`src/core/icpc_pkg.sv`:
```
// constants, field layouts and carrier structs for the chop pulse combiner
// assumes a register port that writes 16-bit words at 8-bit addresses
package icpc_pkg;

  localparam int unsigned ADDR_W = 8;
  localparam int unsigned DATA_W = 16;
  localparam int unsigned ADC_W  = 14;
  localparam int unsigned ACC_W  = 24;

  localparam logic [7:0] OFS_ORDER_A = 8'h17;
  localparam logic [7:0] OFS_ORDER_B = 8'h1D;
  localparam logic [7:0] OFS_COUNT_A = 8'h31;
  localparam logic [7:0] OFS_COUNT_B = 8'h36;
  localparam logic [7:0] OFS_MATH    = 8'h58;

  localparam int unsigned POL_LSB   = 0;
  localparam int unsigned POL_W     = 4;
  localparam int unsigned CNT_LSB   = 8;
  localparam int unsigned CNT_W     = 8;
  localparam int unsigned M12_A_LSB = 1;
  localparam int unsigned M12_B_LSB = 5;
  localparam int unsigned M34_A_LSB = 8;
  localparam int unsigned M34_B_LSB = 10;

  localparam logic [15:0] RST_ORDER = 16'h0000;
  localparam logic [15:0] RST_COUNT = 16'h0100;
  localparam logic [15:0] RST_MATH  = 16'h0000;

  typedef struct packed {
    logic              we;
    logic [ADDR_W-1:0] addr;
    logic [DATA_W-1:0] wdata;
  } icpc_reg_req_s;

  typedef struct packed {
    logic             valid;
    logic             slot_b;
    logic [ADC_W-1:0] value;
  } icpc_pulse_s;

  typedef struct packed {
    logic             valid;
    logic             slot_b;
    logic [ACC_W-1:0] sum;
  } icpc_sample_s;

endpackage : icpc_pkg

```
`src/core/icpc_combiner.sv`:
```
// integrator chop pulse combiner: registers, pulse index and signed sum
// assumes pulses arrive one at a time tagged with their slot, and that
// a new sample per slot starts only after the previous one completed
`timescale 1ns/10ps
module icpc_combiner
  import icpc_pkg::*;
(
  // clock and reset
  input  wire logic                  ref_clk,
  input  wire logic                  resetn,
  // register port
  input  wire icpc_pkg::icpc_reg_req_s reg_req,
  output logic [icpc_pkg::DATA_W-1:0] reg_rdata,
  // digitized pulse results
  input  wire icpc_pkg::icpc_pulse_s pulse_in,
  // integrator control for the next pulse, registered one cycle after the pulse index
  output logic                       integ_reversed_a,
  output logic                       integ_reversed_b,
  // combined samples
  output icpc_pkg::icpc_sample_s     sample_out
);
  import icpc_pkg::*;

  logic [DATA_W-1:0] order_a_q;
  logic [DATA_W-1:0] order_b_q;
  logic [DATA_W-1:0] count_a_q;
  logic [DATA_W-1:0] count_b_q;
  logic [DATA_W-1:0] math_q;
  logic [CNT_W-1:0]  done_a_q;
  logic [CNT_W-1:0]  done_b_q;
  logic [ACC_W-1:0]  acc_a_q;
  logic [ACC_W-1:0]  acc_b_q;
  logic [DATA_W-1:0] rdata_d;
  logic [DATA_W-1:0] rdata_q;
  logic              rev_a_q;
  logic              rev_b_q;
  icpc_sample_s      sample_d;
  icpc_sample_s      sample_q;

  function automatic logic [ACC_W-1:0] signed_step(
    input logic [ACC_W-1:0] acc,
    input logic [ADC_W-1:0] val,
    input logic             sub
  );
    logic [ACC_W-1:0] ext;
    ext = {{(ACC_W-ADC_W){1'b0}}, val};
    signed_step = sub ? acc - ext : acc + ext;
  endfunction

  // register decode
  wire logic wr_order_a = reg_req.we && reg_req.addr == OFS_ORDER_A;
  wire logic wr_order_b = reg_req.we && reg_req.addr == OFS_ORDER_B;
  wire logic wr_count_a = reg_req.we && reg_req.addr == OFS_COUNT_A;
  wire logic wr_count_b = reg_req.we && reg_req.addr == OFS_COUNT_B;
  wire logic wr_math    = reg_req.we && reg_req.addr == OFS_MATH;

  wire logic [3:0] slot_a_polarity_pattern = order_a_q[POL_LSB +: POL_W];
  wire logic [3:0] slot_b_polarity_pattern = order_b_q[POL_LSB +: POL_W];
  wire logic [1:0] slot_a_pair12_math      = math_q[M12_A_LSB +: 2];
  wire logic [1:0] slot_b_pair12_math      = math_q[M12_B_LSB +: 2];
  wire logic [1:0] slot_a_pair34_math      = math_q[M34_A_LSB +: 2];
  wire logic [1:0] slot_b_pair34_math      = math_q[M34_B_LSB +: 2];
  wire logic [CNT_W-1:0] pulses_a = count_a_q[CNT_LSB +: CNT_W];
  wire logic [CNT_W-1:0] pulses_b = count_b_q[CNT_LSB +: CNT_W];

  // modulo-four index is the low two bits of the pulses already taken
  wire logic [1:0] idx_a = done_a_q[1:0];
  wire logic [1:0] idx_b = done_b_q[1:0];

  wire logic rev_a;
  wire logic rev_b;
  wire logic sub_a;
  wire logic sub_b;

  icpc_pulse_sign u_sign_a
  (
    .pattern  (slot_a_polarity_pattern),
    .math12   (slot_a_pair12_math),
    .math34   (slot_a_pair34_math),
    .idx      (idx_a),
    .reversed (rev_a),
    .subtract (sub_a)
  );

  icpc_pulse_sign u_sign_b
  (
    .pattern  (slot_b_polarity_pattern),
    .math12   (slot_b_pair12_math),
    .math34   (slot_b_pair34_math),
    .idx      (idx_b),
    .reversed (rev_b),
    .subtract (sub_b)
  );

  wire logic take_a = pulse_in.valid && !pulse_in.slot_b;
  wire logic take_b = pulse_in.valid && pulse_in.slot_b;
  // a zero count is treated as one pulse so a sample always completes
  wire logic last_a = (done_a_q + 8'h01 >= pulses_a);
  wire logic last_b = (done_b_q + 8'h01 >= pulses_b);
  wire logic [ACC_W-1:0] next_a =
    signed_step(acc_a_q, pulse_in.value, sub_a);
  wire logic [ACC_W-1:0] next_b =
    signed_step(acc_b_q, pulse_in.value, sub_b);

  always_comb
  begin
    sample_d = '0;
    if (take_a && last_a)
    begin
      sample_d.valid  = 1'b1;
      sample_d.slot_b = 1'b0;
      sample_d.sum    = next_a;
    end
    else if (take_b && last_b)
    begin
      sample_d.valid  = 1'b1;
      sample_d.slot_b = 1'b1;
      sample_d.sum    = next_b;
    end
  end

  always_comb
  begin
    case (reg_req.addr)
      OFS_ORDER_A: rdata_d = order_a_q;
      OFS_ORDER_B: rdata_d = order_b_q;
      OFS_COUNT_A: rdata_d = count_a_q;
      OFS_COUNT_B: rdata_d = count_b_q;
      OFS_MATH:    rdata_d = math_q;
      default:     rdata_d = 16'h0000;
    endcase
  end

  always_ff @(posedge ref_clk)
  begin
    if (!resetn)
    begin
      order_a_q <= RST_ORDER;
      order_b_q <= RST_ORDER;
      count_a_q <= RST_COUNT;
      count_b_q <= RST_COUNT;
      math_q    <= RST_MATH;
      rdata_q   <= 16'h0000;
    end
    else
    begin
      if (wr_order_a) order_a_q <= reg_req.wdata;
      if (wr_order_b) order_b_q <= reg_req.wdata;
      if (wr_count_a) count_a_q <= reg_req.wdata;
      if (wr_count_b) count_b_q <= reg_req.wdata;
      if (wr_math)    math_q    <= reg_req.wdata;
      rdata_q <= rdata_d;
    end
  end

  // slot A pulse sequencing
  always_ff @(posedge ref_clk)
  begin
    if (!resetn)
    begin
      done_a_q <= 8'h00;
      acc_a_q  <= '0;
    end
    else if (take_a)
    begin
      done_a_q <= last_a ? 8'h00 : done_a_q + 8'h01;
      acc_a_q  <= last_a ? '0 : next_a;
    end
  end

  // slot B pulse sequencing
  always_ff @(posedge ref_clk)
  begin
    if (!resetn)
    begin
      done_b_q <= 8'h00;
      acc_b_q  <= '0;
    end
    else if (take_b)
    begin
      done_b_q <= last_b ? 8'h00 : done_b_q + 8'h01;
      acc_b_q  <= last_b ? '0 : next_b;
    end
  end

  always_ff @(posedge ref_clk)
  begin
    if (!resetn)
    begin
      rev_a_q  <= 1'b0;
      rev_b_q  <= 1'b0;
      sample_q <= '0;
    end
    else
    begin
      rev_a_q  <= rev_a;
      rev_b_q  <= rev_b;
      sample_q <= sample_d;
    end
  end

  assign integ_reversed_a = rev_a_q;
  assign integ_reversed_b = rev_b_q;
  assign sample_out       = sample_q;
  assign reg_rdata        = rdata_q;

endmodule // icpc_combiner

```
`src/core/icpc_pulse_sign.sv`:
```
// per-pulse polarity and add/subtract decision for one slot
// assumes the pulse index is already reduced modulo four
`timescale 1ns/10ps
module icpc_pulse_sign
(
  // configuration
  input  wire logic [3:0] pattern,
  input  wire logic [1:0] math12,
  input  wire logic [1:0] math34,
  // current pulse
  input  wire logic [1:0] idx,
  // decision
  output logic            reversed,
  output logic            subtract
);
  import icpc_pkg::*;

  wire logic [1:0] pair_sel;
  // field bit 1 governs the earlier pulse of the pair, bit 0 the later
  assign reversed = pattern[idx];
  assign pair_sel = idx[1] ? math34 : math12;
  assign subtract = idx[0] ? pair_sel[0] : pair_sel[1];

endmodule // icpc_pulse_sign

```
`config.mk`:
```
export PLATFORM = sky130hd
export DESIGN_NAME = icpc_combiner
export DESIGN_NICKNAME = d
export VERILOG_FILES = /design/src/core/icpc_pkg.sv /design/src/core/icpc_combiner.sv /design/src/core/icpc_pulse_sign.sv
export SDC_FILE = /design/constraint.sdc
export NUM_CORES = 1
export LEC_CHECK = 0
export ABC_AREA = 1
export BUFFER_PORTS_ARGS = -buffer_cell sky130_fd_sc_hd__buf_4
export CORE_MARGIN = 2
export CORE_UTILIZATION = 60
export CTS_CLUSTER_DIAMETER = 50
export DETAILED_ROUTE_END_ITERATION = 8
export HOLD_SLACK_MARGIN = 0.03
export PLACE_DENSITY = 0.8
export SLEW_MARGIN = 30
export SYNTH_ARGS = -nofsm -noshare
export SYNTH_HDL_FRONTEND = slang
export SYNTH_SLANG_ARGS = --single-unit
```
`constraint.sdc`:
```
create_clock -name ref_clk -period 3.5 [get_ports ref_clk]
set_clock_uncertainty 0.1 [all_clocks]
set_input_delay 0.175 -clock ref_clk [delete_from_list [all_inputs] [get_ports ref_clk]]
set_output_delay 0.175 -clock ref_clk [all_outputs]
set_load 0.02 [all_outputs]
```
==> results of run 1 <==
## cell usage after synthesis (all sizes together), types with 28 or more instances
library cell and count:
buf 28, a22oi 32, xor2 35, ha 65, clkbuf 38, nand3 129
nand2 581, nor2 145, a21oi 177, dfxtp 188, inv 249, o21ai 90
## flip-flops by register name, indices dropped and copies added, names as in the netlist
name,cells
done_b_q,8
integ_reversed_a,1
count_b_q,16
math_q,16
order_a_q,16
acc_b_q,24
reg_rdata,16
done_a_q,8
count_a_q,16
order_b_q,16
sample_out,26
integ_reversed_b,1
acc_a_q,24
## through the flow
step | util (%) | cells | setup slack [ns] | hold WS (ns)
3_5_place_dp | 66.2 | 2137 | 0.250 | 0.344
2_1_floorplan | - | 1837 | 0.935 | 0.229
5_1_grt | 70.4 | 2186 | 0.0203 | 0.0990
4_1_cts | 70.2 | 2185 | 0.201 | 0.0617
3_3_place_gp | 66.2 | 2137 | 0.317 | 0.335
6_report | 70.4 | 2186 | 0.291 | 0.0894
## worst reg2reg max path, cell delays in order (launching register included)
cell	delay, ns
dfxtp_1	0.51
inv_1	0.14
nand3_1	0.10
nand2_1	0.09
buf_4	0.25
o21ai_0	0.38
ha_1	0.36
nand2_1	0.11
nand3_1	0.19
nand2_1	0.11
nand2_1	0.13
nand2_1	0.16
nand3_1	0.11
nand2_1	0.14
nand3_1	0.11
nand2_1	0.08
nor2_1	0.03
## worst min path at each step
stage	endpoint	cells after the start	slack, ns	startpoint
2_1_floorplan	count_a_q[8]	2	0.23	reg_req[8]
3_3_place_gp	order_b_q[5]	2	0.33	order_b_q[5]
3_5_place_dp	order_b_q[15]	2	0.34	order_b_q[15]
4_1_cts	count_a_q[8]	2	0.06	resetn
5_1_grt	count_a_q[8]	2	0.1	resetn
6_report	count_a_q[8]	2	0.09	resetn
## layout make-up
type,count,share of cell area [%]
multi-input combinational,1333,50.1
sequential,188,28.3
inverter,250,7.11
clock buffer,18,3.23
clock inverter,14,1.34
tap,260,2.45
timing repair buffer,123,7.43
## layer usage
metal  vias up  GRT usage [%]
li1       6053              -
met1      5547           48.8
met2       595           51.8
met3        64           6.20
met4         0           9.03
met5         -              0
## cells by family (layout without fill, tap and decap cells)
kind of cell    count (synthesis)  after routing  share of synthesized area, %
fa+ha+maj                      67             67                          7.32
buf+inv                       316            405                          10.6
flops                         188            188                          32.3
simple gates                  902            902                          31.8
compound gates                325            325                          15.1
xor+xnor                       39             39                          2.93
## what timing repair did
item | CTS | global route
buffers inserted | 0 | 1
gates resized for setup | 0 | 1
endpoints found under the setup margin | 0 | 13
hold buffers | 16 | 0
hold endpoints to repair | 80 | 0
## power by group through the flow
stage,combinational [mW],sequential [mW],clock (mW)
finish,0.429,2.16,1.96
global route,0.467,2.16,2.06
CTS,0.413,2.16,1.97
detailed placement,0.395,2.21,0
global placement,0.391,2.21,0
floorplan,0.220,2.22,0
==> metrics.md, run 1 <==
| Metric | Value |
|---|---|
| Critical-path top delay cell | dfxtp_1 |
| Final hold vios | 0 |
| ANT cells | 0 |
| Sequential Power Share | 47.5% |
| DR DRC count | 2 |
| P_leak | around 6.3 nW |
| Area contributors post-synth | dfxtp_1, nand2_1, inv_1 |
| Clock sinks | 188 |
| Worst Path Buf+Inv | 2 |
| Worst Setup Path Type | register to register |
| Power share of the clock group | 43.1% |
| Final GP Congestion | 0.964 |
| Synth area leader | dfxtp_1 |
| Post-synth cell types | 36 |
| Clk root buf | clkbuf_16 |
| FILL cells | about 1,600 |
| FMAX | 312 MHz |
| Uppermost layer routed | met4 |
| WL met3 | roughly 3.4 mm |
| DR iter-0 viols | 1,347 |
| Row cnt | 50 |
| Comb power frac | 9.4% |
| Post-synth EDFFs | 0 |
| Syn-to-layout area delta | 14.0% |
| Max VDD drop | 0.355 mV |
| CP most frequent cell | nand2_1 |
| Switching share of total power | 28.3% |
| Vias after detailed routing | 12,300 |
| Internal power | 3.26 mW |
| Fraction of registers with async set/reset | 0% |
| CP Capture Type | register |
| Startpoint types | register |
| Clock transition at path regs | 0.08 ns |
| Initial antenna violation count | 0 |
| Relative slew slack | 40.1% |
| Final Max Slew Viols | 0 |
| Initial core utilization | around three fifths |
| DP Area | 0.0125 sq mm |
| Total grt overflow | 0 |
| First-pass GRT wire length | 54.7 mm |
| Post-Syn Instances | 1,837 |
| Multi-input gate area | 0.00667 sq mm |
| Hpwl dp | approximately 25 mm |
| Pwr per Cell Area | 342 mW/mm^2 |
| Largest net degree at the start of global routing | between 70 and 80 |
| Via density | 5.61 |
| Worst hold path type | input port to register |
| Share of the clock period used by the worst path | 91.7% |
| Final antenna-violating net count | 0 |
| Chip Width | about 140 microns |
| Clock latency on the worst-skew pair | 0.45 ns |
| Crit-path leading delay family | simple AND/OR/NAND/NOR gates |
| Worst setup path endpoint | sample_out[22] |
| Crit Reg-Reg Endpoint | sample_out[22] |
| # port buffers | 86 |
| RSZ-0062 raised after global routing | false |
| Worst slew pin tran | 0.896 ns |
| Mapped cell area | 0.0117 sq mm |
| DR WL met2 | roughly 15 mm |
| Final setup vio count | 0 |
| Crit. Startpoint | done_b_q[0] |
| I/O pin count | 87 |
| Fin crit period | 3.21 ns |
| Vias in the first global route | 10,900 |
| Required time worst endpoint | 3.74 ns |
| Drt total wl | 34.4 mm |
| Crit path largest cell delay | 0.51 ns |
| R2R setup slack | 0.29 ns |
| CP max FO | 34 |
| Synth Flop Type | dfxtp_1 |
| H-tree depth | 4 |
| Max_cap viols | 0 |
| Stages on the worst setup path | 16 |
| Finished Cell Area | 0.0133 sq mm |
| Psw | between 1 and 1.5 mW |
| Yosys Warn Count | 0 |
| Post-Syn Nets | 1,947 |
| Drt pass-1 iters | 9 |
| Total power | between 4 and 5 mW |
| FF/Latch Area | 0.00376 sq mm |
| Layout cells sized above 1 | 8.36% |
| CTS buffer count | 17 |
| Top cell type's share of synthesized area | between 30 and 40% |
| Leading cell type in the layout, fill and taps excluded | nand2_1 |
| Most frequent cells in the layout | nand2_1, inv_1, dfxtp_1 |
| Failing checks | DRC |
| Core Area | 0.0189 sq mm |
| Die area | 0.0206 sq mm |
| R2R cell count | 16 |
| Max clock buf depth | 2 |
| #FFs+latches synth | about 190 |
| Die height | 143 microns |
| CTS tree | yes |
| Final TNS setup | 0 ns |
| Gr usage total | 33.8% |
| WL/cell | 15.8 microns |
| Avg Synthesized Cell Area | 6.35 sq um |
| R2R Path Start | done_b_q[0] |
| Nets@finish | 2,023 |
| Data arrival time of the worst path | around 3.5 ns |
| Status | finished with violations |
| Crit path cell chain | inv_1 > nand3_1 > nand2_1 > buf_4 > o21ai_0 > ha_1 > nand2_1 > nand3_1 > nand2_1 > nand2_1 > nand2_1 > nand3_1 > nand2_1 > nand3_1 > nand2_1 > nor2_1 |
| Met1 wire length | 15.4 mm |
| Register area share after synthesis | 32.3% |
(Power assumes the default switching activity.)
==> run 2: changes to the inputs <==
ABC_AREA = unset   (was 1)
==> run 2 against run 1 <==
Against the previous run: the flow finishes with violations (DRC, setup timing); critical path depth decreased by 1; clock power increased by 7%; sequential power is essentially flat; critical endpoint is now acc_b_q[20]; final area up 7.2%; clock-buffer cell count decreased by 1; sequential cell count is the same; synthesized cell count fell by 29%; hold slack better by 0.0076 ns; first-iteration DRC count is 1.4% lower; register-to-register slack lost 0.63 ns; maximum frequency down 16%.
==> metrics.md, run 2 <==
| Metric | Value |
|---|---|
| Area contributors post-synth | dfxtp_1, nand2_1, ha_1 |
| Total grt overflow | 0 (unchanged) |
| Failing checks | DRC, setup timing |
| Top post-synthesis cells by count | nand2_1, dfxtp_1, a21oi_1 |
| ANT cells | 0 (unchanged) |
| Vias in the first global route | 11,100 (+1.7%) |
| FILL cells | 990 (-39%) |
| Via density | 6.38 (+14%) |
| Multi-input gate area | 0.00718 sq mm (+7.8%) |
| P_leak | 6.01 nW (-4.4%) |
| # port buffers | 86 (unchanged) |
| Drt total wl | 36.7 mm (+6.5%) |
| Max_cap viols | 0 (unchanged) |
| Final Max Slew Viols | 0 (unchanged) |
| FMAX | 260 MHz (-16%) |
| Clk root buf | clkbuf_16 |
| Post-Syn Nets | 1,419 (-27%) |
| Fin cells | 1,789 (-18%) |
| Die area | 0.0186 sq mm (-9.5%) |
| Startpoint types | register |
| Gr usage total | 37.4% (+3.7 points) |
| Most frequent cells in the layout | buf_4, nand2_1, dfxtp_1 |
| Die height | 136 microns (-4.8%) |
| Yosys Warn Count | 0 (unchanged) |
| Fraction of registers with async set/reset | 0% (unchanged) |
| DP Area | 0.0124 sq mm (-0.72%) |
| Layout cells sized above 1 | 28.0% (+20 points) |
| Synth area leader | dfxtp_1 |
| #FFs+latches synth | 188 (unchanged) |
| Data arrival time of the worst path | 4.09 ns (+0.64 ns) |
| Cells after DPL | 1,709 (-20%) |
| Post-synth EDFFs | 0 (unchanged) |
| Most common cell in the netlist | nand2_1 |
| Max reg flops | 26 (unchanged) |
| Initial antenna violation count | 0 (unchanged) |
| Top cell type's share of synthesized area | 35.7% (+3.5 points) |
| Final GP Congestion | 0.948 (-1.6%) |
| Post-Syn Instances | 1,309 (-29%) |
| Max clock buf depth | 2 (unchanged) |
| Finished Cell Area | 0.0143 sq mm (+7.2%) |
| Final worst slack | -0.341 ns (-0.632 ns) |
| Hpwl dp | 22.7 mm (-9.8%) |
| Share of the clock period used by the worst path | 110% (+18 points) |
| Worst slew pin tran | 1.00 ns (+0.104 ns) |
| Drt pass-1 iters | 9 (unchanged) |
| Synth Flop Type | dfxtp_1 |
| First-pass GRT wire length | 54.7 mm (unchanged) |
| Pwr per Cell Area | 333 mW/mm^2 (-2.5%) |
| I/O pin count | 87 (unchanged) |
| Relative slew slack | 33.4% (-6.8 points) |
| Row cnt | 48 (-4.0%) |
| Fin crit period | 3.84 ns (+0.632 ns) |
| DR iter-0 viols | 1,328 (-1.4%) |
| Status | finished with violations |
| CTS buffer count | 17 (unchanged) |
| Nets@finish | 1,661 (-18%) |
| DR DRC count | 1 (-1) |
| CTS tree | yes |
| H-tree depth | 4 (unchanged) |
| Clock sinks | 188 (unchanged) |
| Required time worst endpoint | 3.75 ns (about the same) |
| Post-synth cell types | 79 (+120%) |
| Final antenna-violating net count | 0 (unchanged) |
| WL/cell | 20.5 microns (+30%) |
| Core Area | 0.0172 sq mm (-8.8%) |
| Clock transition at path regs | 0.08 ns (about the same) |
| Register area share after synthesis | 35.7% (+3.5 points) |
| Leading cell type in the layout, fill and taps excluded | buf_4 |
| Final hold vios | 0 (unchanged) |
| Syn-to-layout area delta | 35.4% |
| FF/Latch Area | 0.00377 sq mm (about the same) |
| Largest net degree at the start of global routing | 90 (+27%) |
| Mapped cell area | 0.0105 sq mm (-9.7%) |
| Initial core utilization | 61.1% (-0.65 points) |
| Chip Width | 136 microns (-4.8%) |
| Final setup vio count | 30 (+30) |
| Clock latency on the worst-skew pair | 0.46 ns (about the same) |
| RSZ-0062 raised after global routing | true |
| Total power | 4.75 mW (+4.5%) |
| CP max FO | 6 (-82%) |
| CP Capture Type | register |
| Max VDD drop | 0.409 mV (+15%) |
| Worst hold path type | input port to register |
| Worst Setup Path Type | register to register |
| Avg Synthesized Cell Area | 8.04 sq um (+27%) |
| Vias after detailed routing | 11,400 (-6.9%) |
==> run 2: routing by layer <==
layer	global-route usage [%]	wire length [microns]	vias up
met3	8.91	3850	195
met4	18.8	1830	0
li1	-	-	5114
met2	62.1	17400	763
met1	45.2	13600	5347
met5	0	0	-
==> run 2: report_power, final <==
part | switching (mW) | internal [mW] | total (mW)
registers | 0.00422 | 2.15 | 2.15
logic | 0.293 | 0.213 | 0.506
clock network | 1.09 | 1.00 | 2.09
total | 1.38 | 3.36 | 4.75
==> run 2: what timing repair did <==
| action | in CTS | in global routing |
|---|---|---|
| gates resized for setup | 78 | 87 |
| buffers inserted | 16 | 14 |
| endpoints found under the setup margin | 29 | 37 |
| hold endpoints to repair | 82 | 0 |
| cloned | 1 | 0 |
| hold buffers | 21 | 0 |
| pin swaps | 46 | 65 |
==> run 2: kinds of logic (layout without fill, tap and decap cells) <==
group,after synthesis,count (layout),synth area share (%)
AOI/OAI and AO/OA,370,370,22.5
adders and majority gates,67,67,8.10
muxes,7,7,1.16
xor gates and xnor gates,76,76,6.50
and+or+nand+nor,504,504,22.3
DFF,188,188,35.7
buffers and inverters,97,352,3.61
==> run 2: critical path, stage by stage, from the launching register on <==
cell and delay, ns:
dfxtp_2 0.35, mux4_2 0.54, buf_6 0.17, buf_4 0.14, nor2_4 0.10, xnor2_2 0.16
ha_1 0.30, buf_6 0.13, nor2b_1 0.12, o21a_1 0.24, o21ai_4 0.20, o21ai_2 0.10
o211a_4 0.33, a221oi_4 0.35, xnor2_2 0.17, a32o_1 0.24
==> run 2: worst paths after layout <==
check	slack (ns)	from	depth (start not counted)	endpoint
worst max-delay path	-0.34	done_b_q[1]	15	acc_b_q[20]
worst min register to register	0.36	order_b_q[8]	2	order_b_q[8]
worst min-delay path	0.1	pulse_in[14]	3	sample_out[12]
worst max register to register	-0.34	done_b_q[1]	15	acc_b_q[20]
==> run 2: stage by stage <==
step | TNS [ns] | setup WS, ns | util (%) | hold slack, ns
2_1_floorplan | -0.707 | -0.361 | - | 0.199
3_3_place_gp | -3.45 | -0.402 | 72.0 | 0.339
3_5_place_dp | -5.91 | -0.541 | 72.0 | 0.345
4_1_cts | -0.957 | -0.229 | 79.5 | 0.101
5_1_grt | -7.70 | -0.424 | 82.7 | 0.108
6_report | -4.28 | -0.341 | 82.7 | 0.0970
==> run 2: area by class of cell <==
cell class	count	share of cell area, %
multi-input combinational	1024	50.4
sequential	188	26.4
timing repair buffer	289	15.9
clock buffer	17	2.98
tap	225	1.97
clock inverter	15	1.51
inverter	31	0.825
==> run 3: changes to the inputs <==
ABC_CLOCK_PERIOD_IN_PS = 3500   (was unset)
REMOVE_ABC_BUFFERS = 1   (was unset)
==> run 3 against run 2 <==
Against the previous run: total power fell by 2.1%; the flow finishes with violations (setup timing); first-iteration DRC count increased by 14%; clock power shrank 4%; register-to-register slack lost 0.06 ns; non-clock buffer count rose by 17; sequential cell count did not move; maximum frequency decreased by 1.6%; clock-buffer cell count is the same; critical path depth shrank 1; largest cell class unchanged; sequential power barely moved; routed wire length rose by 1.0%.
==> metrics.md, run 3 (synthesis gave the netlist of run 2 again) <==
| Metric | Value |
|---|---|
| Status | finished with violations |
| Failing checks | setup timing |
| FF/Latch Area | 0.00377 sq mm (+0.13%) |
| Drt pass-1 iters | 6 (-3) |
| CP max FO | 7 (+1) |
| Worst Setup Path Type | register to register |
| Die area | 0.0186 sq mm (unchanged) |
| Drt total wl | 37.1 mm (+1.0%) |
| Clock transition at path regs | 0.08 ns (about the same) |
| GR peak layer | met2 |
| Initial antenna violation count | 0 (unchanged) |
| First-pass GRT wire length | 53.5 mm (-2.1%) |
| Multi-input gate area | 0.00720 sq mm (+0.17%) |
| Required time worst endpoint | 3.78 ns (+0.03 ns) |
| Vias in the first global route | 10,800 (-3.2%) |
| Fin crit period | 3.90 ns (+0.0611 ns) |
| H-tree depth | 4 (unchanged) |
| I/O pin count | 87 (unchanged) |
| Final Max Slew Viols | 0 (unchanged) |
| Critical-path top delay cell | mux4_2 |
| Core Area | 0.0172 sq mm (unchanged) |
| Max clock buf depth | 2 (unchanged) |
| Max VDD drop | 0.392 mV (-4.2%) |
| Leading cell type in the layout, fill and taps excluded | buf_4 |
| P_leak | 6.06 nW (+0.84%) |
| Data arrival time of the worst path | 4.18 ns (+0.09 ns) |
| M2 GR Usage | 60.1% (-2.1 points) |
| Worst slew pin tran | 0.918 ns (-0.0818 ns) |
| Clock sinks | 188 (unchanged) |
| Most frequent cells in the layout | buf_4, nand2_1, dfxtp_1 |
| Total power | 4.65 mW (-2.1%) |
| CTS buffer count | 17 (unchanged) |
| Share of the clock period used by the worst path | 111% (+1.7 points) |
| RSZ-0062 raised after global routing | true |
| Total grt overflow | 0 (unchanged) |
| Layout cells sized above 1 | 29.1% (+1.1 points) |
| DR iter-0 viols | 1,510 (+14%) |
| Relative slew slack | 38.8% (+5.5 points) |
| Final GP Congestion | 0.966 (+2.0%) |
| Die height | 136 microns (unchanged) |
| # port buffers | 86 (unchanged) |
| Nets@finish | 1,680 (+1.1%) |
| Syn-to-layout area delta | 36.6% |
| Via density | 6.41 (+0.43%) |
| Final worst slack | -0.402 ns (-0.0611 ns) |
| Vias after detailed routing | 11,600 (+1.5%) |
| Final antenna-violating net count | 0 (unchanged) |
| Clock latency on the worst-skew pair | 0.45 ns (about the same) |
| GR Util met1 | 46.3% (+1.1 points) |
| Pwr per Cell Area | 323 mW/mm^2 (-3.0%) |
| Crit-path leading delay family | simple AND/OR/NAND/NOR gates |
| Max_cap viols | 0 (unchanged) |
| Final hold vios | 0 (unchanged) |
| Row cnt | 48 (unchanged) |
| Startpoint types | register |
| FILL cells | 986 (-0.40%) |
| Gr usage total | 36.7% (-0.73 points) |
| WL/cell | 20.5 microns (about the same) |
| Hpwl dp | 22.2 mm (-2.1%) |
| Final TNS setup | -4.03 ns (+0.251 ns) |
| DR DRC count | 0 (-1) |
| Chip Width | 136 microns (unchanged) |
| GR Util met3 | 6.75% (-2.2 points) |
| Largest net degree at the start of global routing | 71 (-21%) |
| Crit path cell chain | mux4_2 > buf_6 > a21o_1 > ha_1 > nand2_1 > o21ai_1 > and2_1 > or4_1 > a21o_2 > a311oi_4 > buf_4 > xor3_4 > or2_4 > a21oi_2 |
| CP Capture Type | register |
| Max reg flops | 26 (unchanged) |
| CTS tree | yes |
| Crit path largest cell delay | 0.65 ns (+0.11 ns) |
| FMAX | 256 MHz (-1.6%) |
| Final setup vio count | 30 (unchanged) |
| ANT cells | 0 (unchanged) |
| Initial core utilization | 61.1% (unchanged) |
| Worst hold path type | input port to register |
| Clk root buf | clkbuf_16 |
| Worst Path Buf+Inv | 2 (-1) |
## run 3: cell type report
class | count | area share, %
multi-input cells | 1026 | 50.0
flip-flops and latches | 188 | 26.2
repair buffers | 306 | 16.7
clock buffers | 17 | 2.96
well taps | 225 | 1.96
clock inverters | 15 | 1.32
inverters | 31 | 0.835
## run 3: path summary, 6_finish.rpt
| kind | startpoint | to | slack [ns] | depth (start not counted) |
|---|---|---|---|---|
| setup / recovery | done_b_q[1] | sample_out[23] | -0.40 | 14 |
| hold / removal | pulse_in[15] | sample_out[12] | 0.11 | 3 |
| setup reg to reg | done_b_q[1] | sample_out[23] | -0.40 | 14 |
| hold reg to reg | count_a_q[0] | count_a_q[0] | 0.36 | 2 |
## run 3: per-layer routing
metal,up-vias,wire (microns),part of all wire [%]
met5,-,0,0
met4,0,2150,5.8
met1,5420,13800,37
met3,212,3760,10
li1,5174,-,-
met2,784,17400,47
## run 3: metrics by stage
step | cell area (sq um) | hold slack, ns | worst slack (ns) | cells | util, %
2_1_floorplan | 10300 | 0.147 | -0.706 | 1243 | -
3_3_place_gp | 12400 | 0.339 | -0.542 | 1710 | 71.8
3_5_place_dp | 12400 | 0.344 | -0.675 | 1710 | 71.8
4_1_cts | 13800 | 0.0651 | -0.348 | 1782 | 79.8
5_1_grt | 14400 | 0.103 | -0.519 | 1808 | 83.5
6_report | 14400 | 0.105 | -0.402 | 1808 | 83.5
## run 3: timing repair
action | CTS | global route
setup buffers | 17 | 27
endpoints found under the hold margin | 85 | 0
resized for setup | 97 | 92
hold buffers | 21 | 0
pin swaps | 50 | 73
endpoints found under the setup margin | 36 | 49
cloned | 2 | 0
## run 3: worst register-to-register path, stage by stage, from the launching register on
cell      delay, ns
dfxtp_4        0.36
mux4_2         0.65
buf_6          0.20
a21o_1         0.16
ha_1           0.30
nand2_1        0.09
o21ai_1        0.08
and2_1         0.18
or4_1          0.41
a21o_2         0.24
a311oi_4       0.25
buf_4          0.16
xor3_4         0.30
or2_4          0.24
a21oi_2        0.12
## run 3: power by group
group	internal, mW	switching (mW)
Clock	0.975	1.02
Sequential	2.15	0.00447
Combinational	0.216	0.284
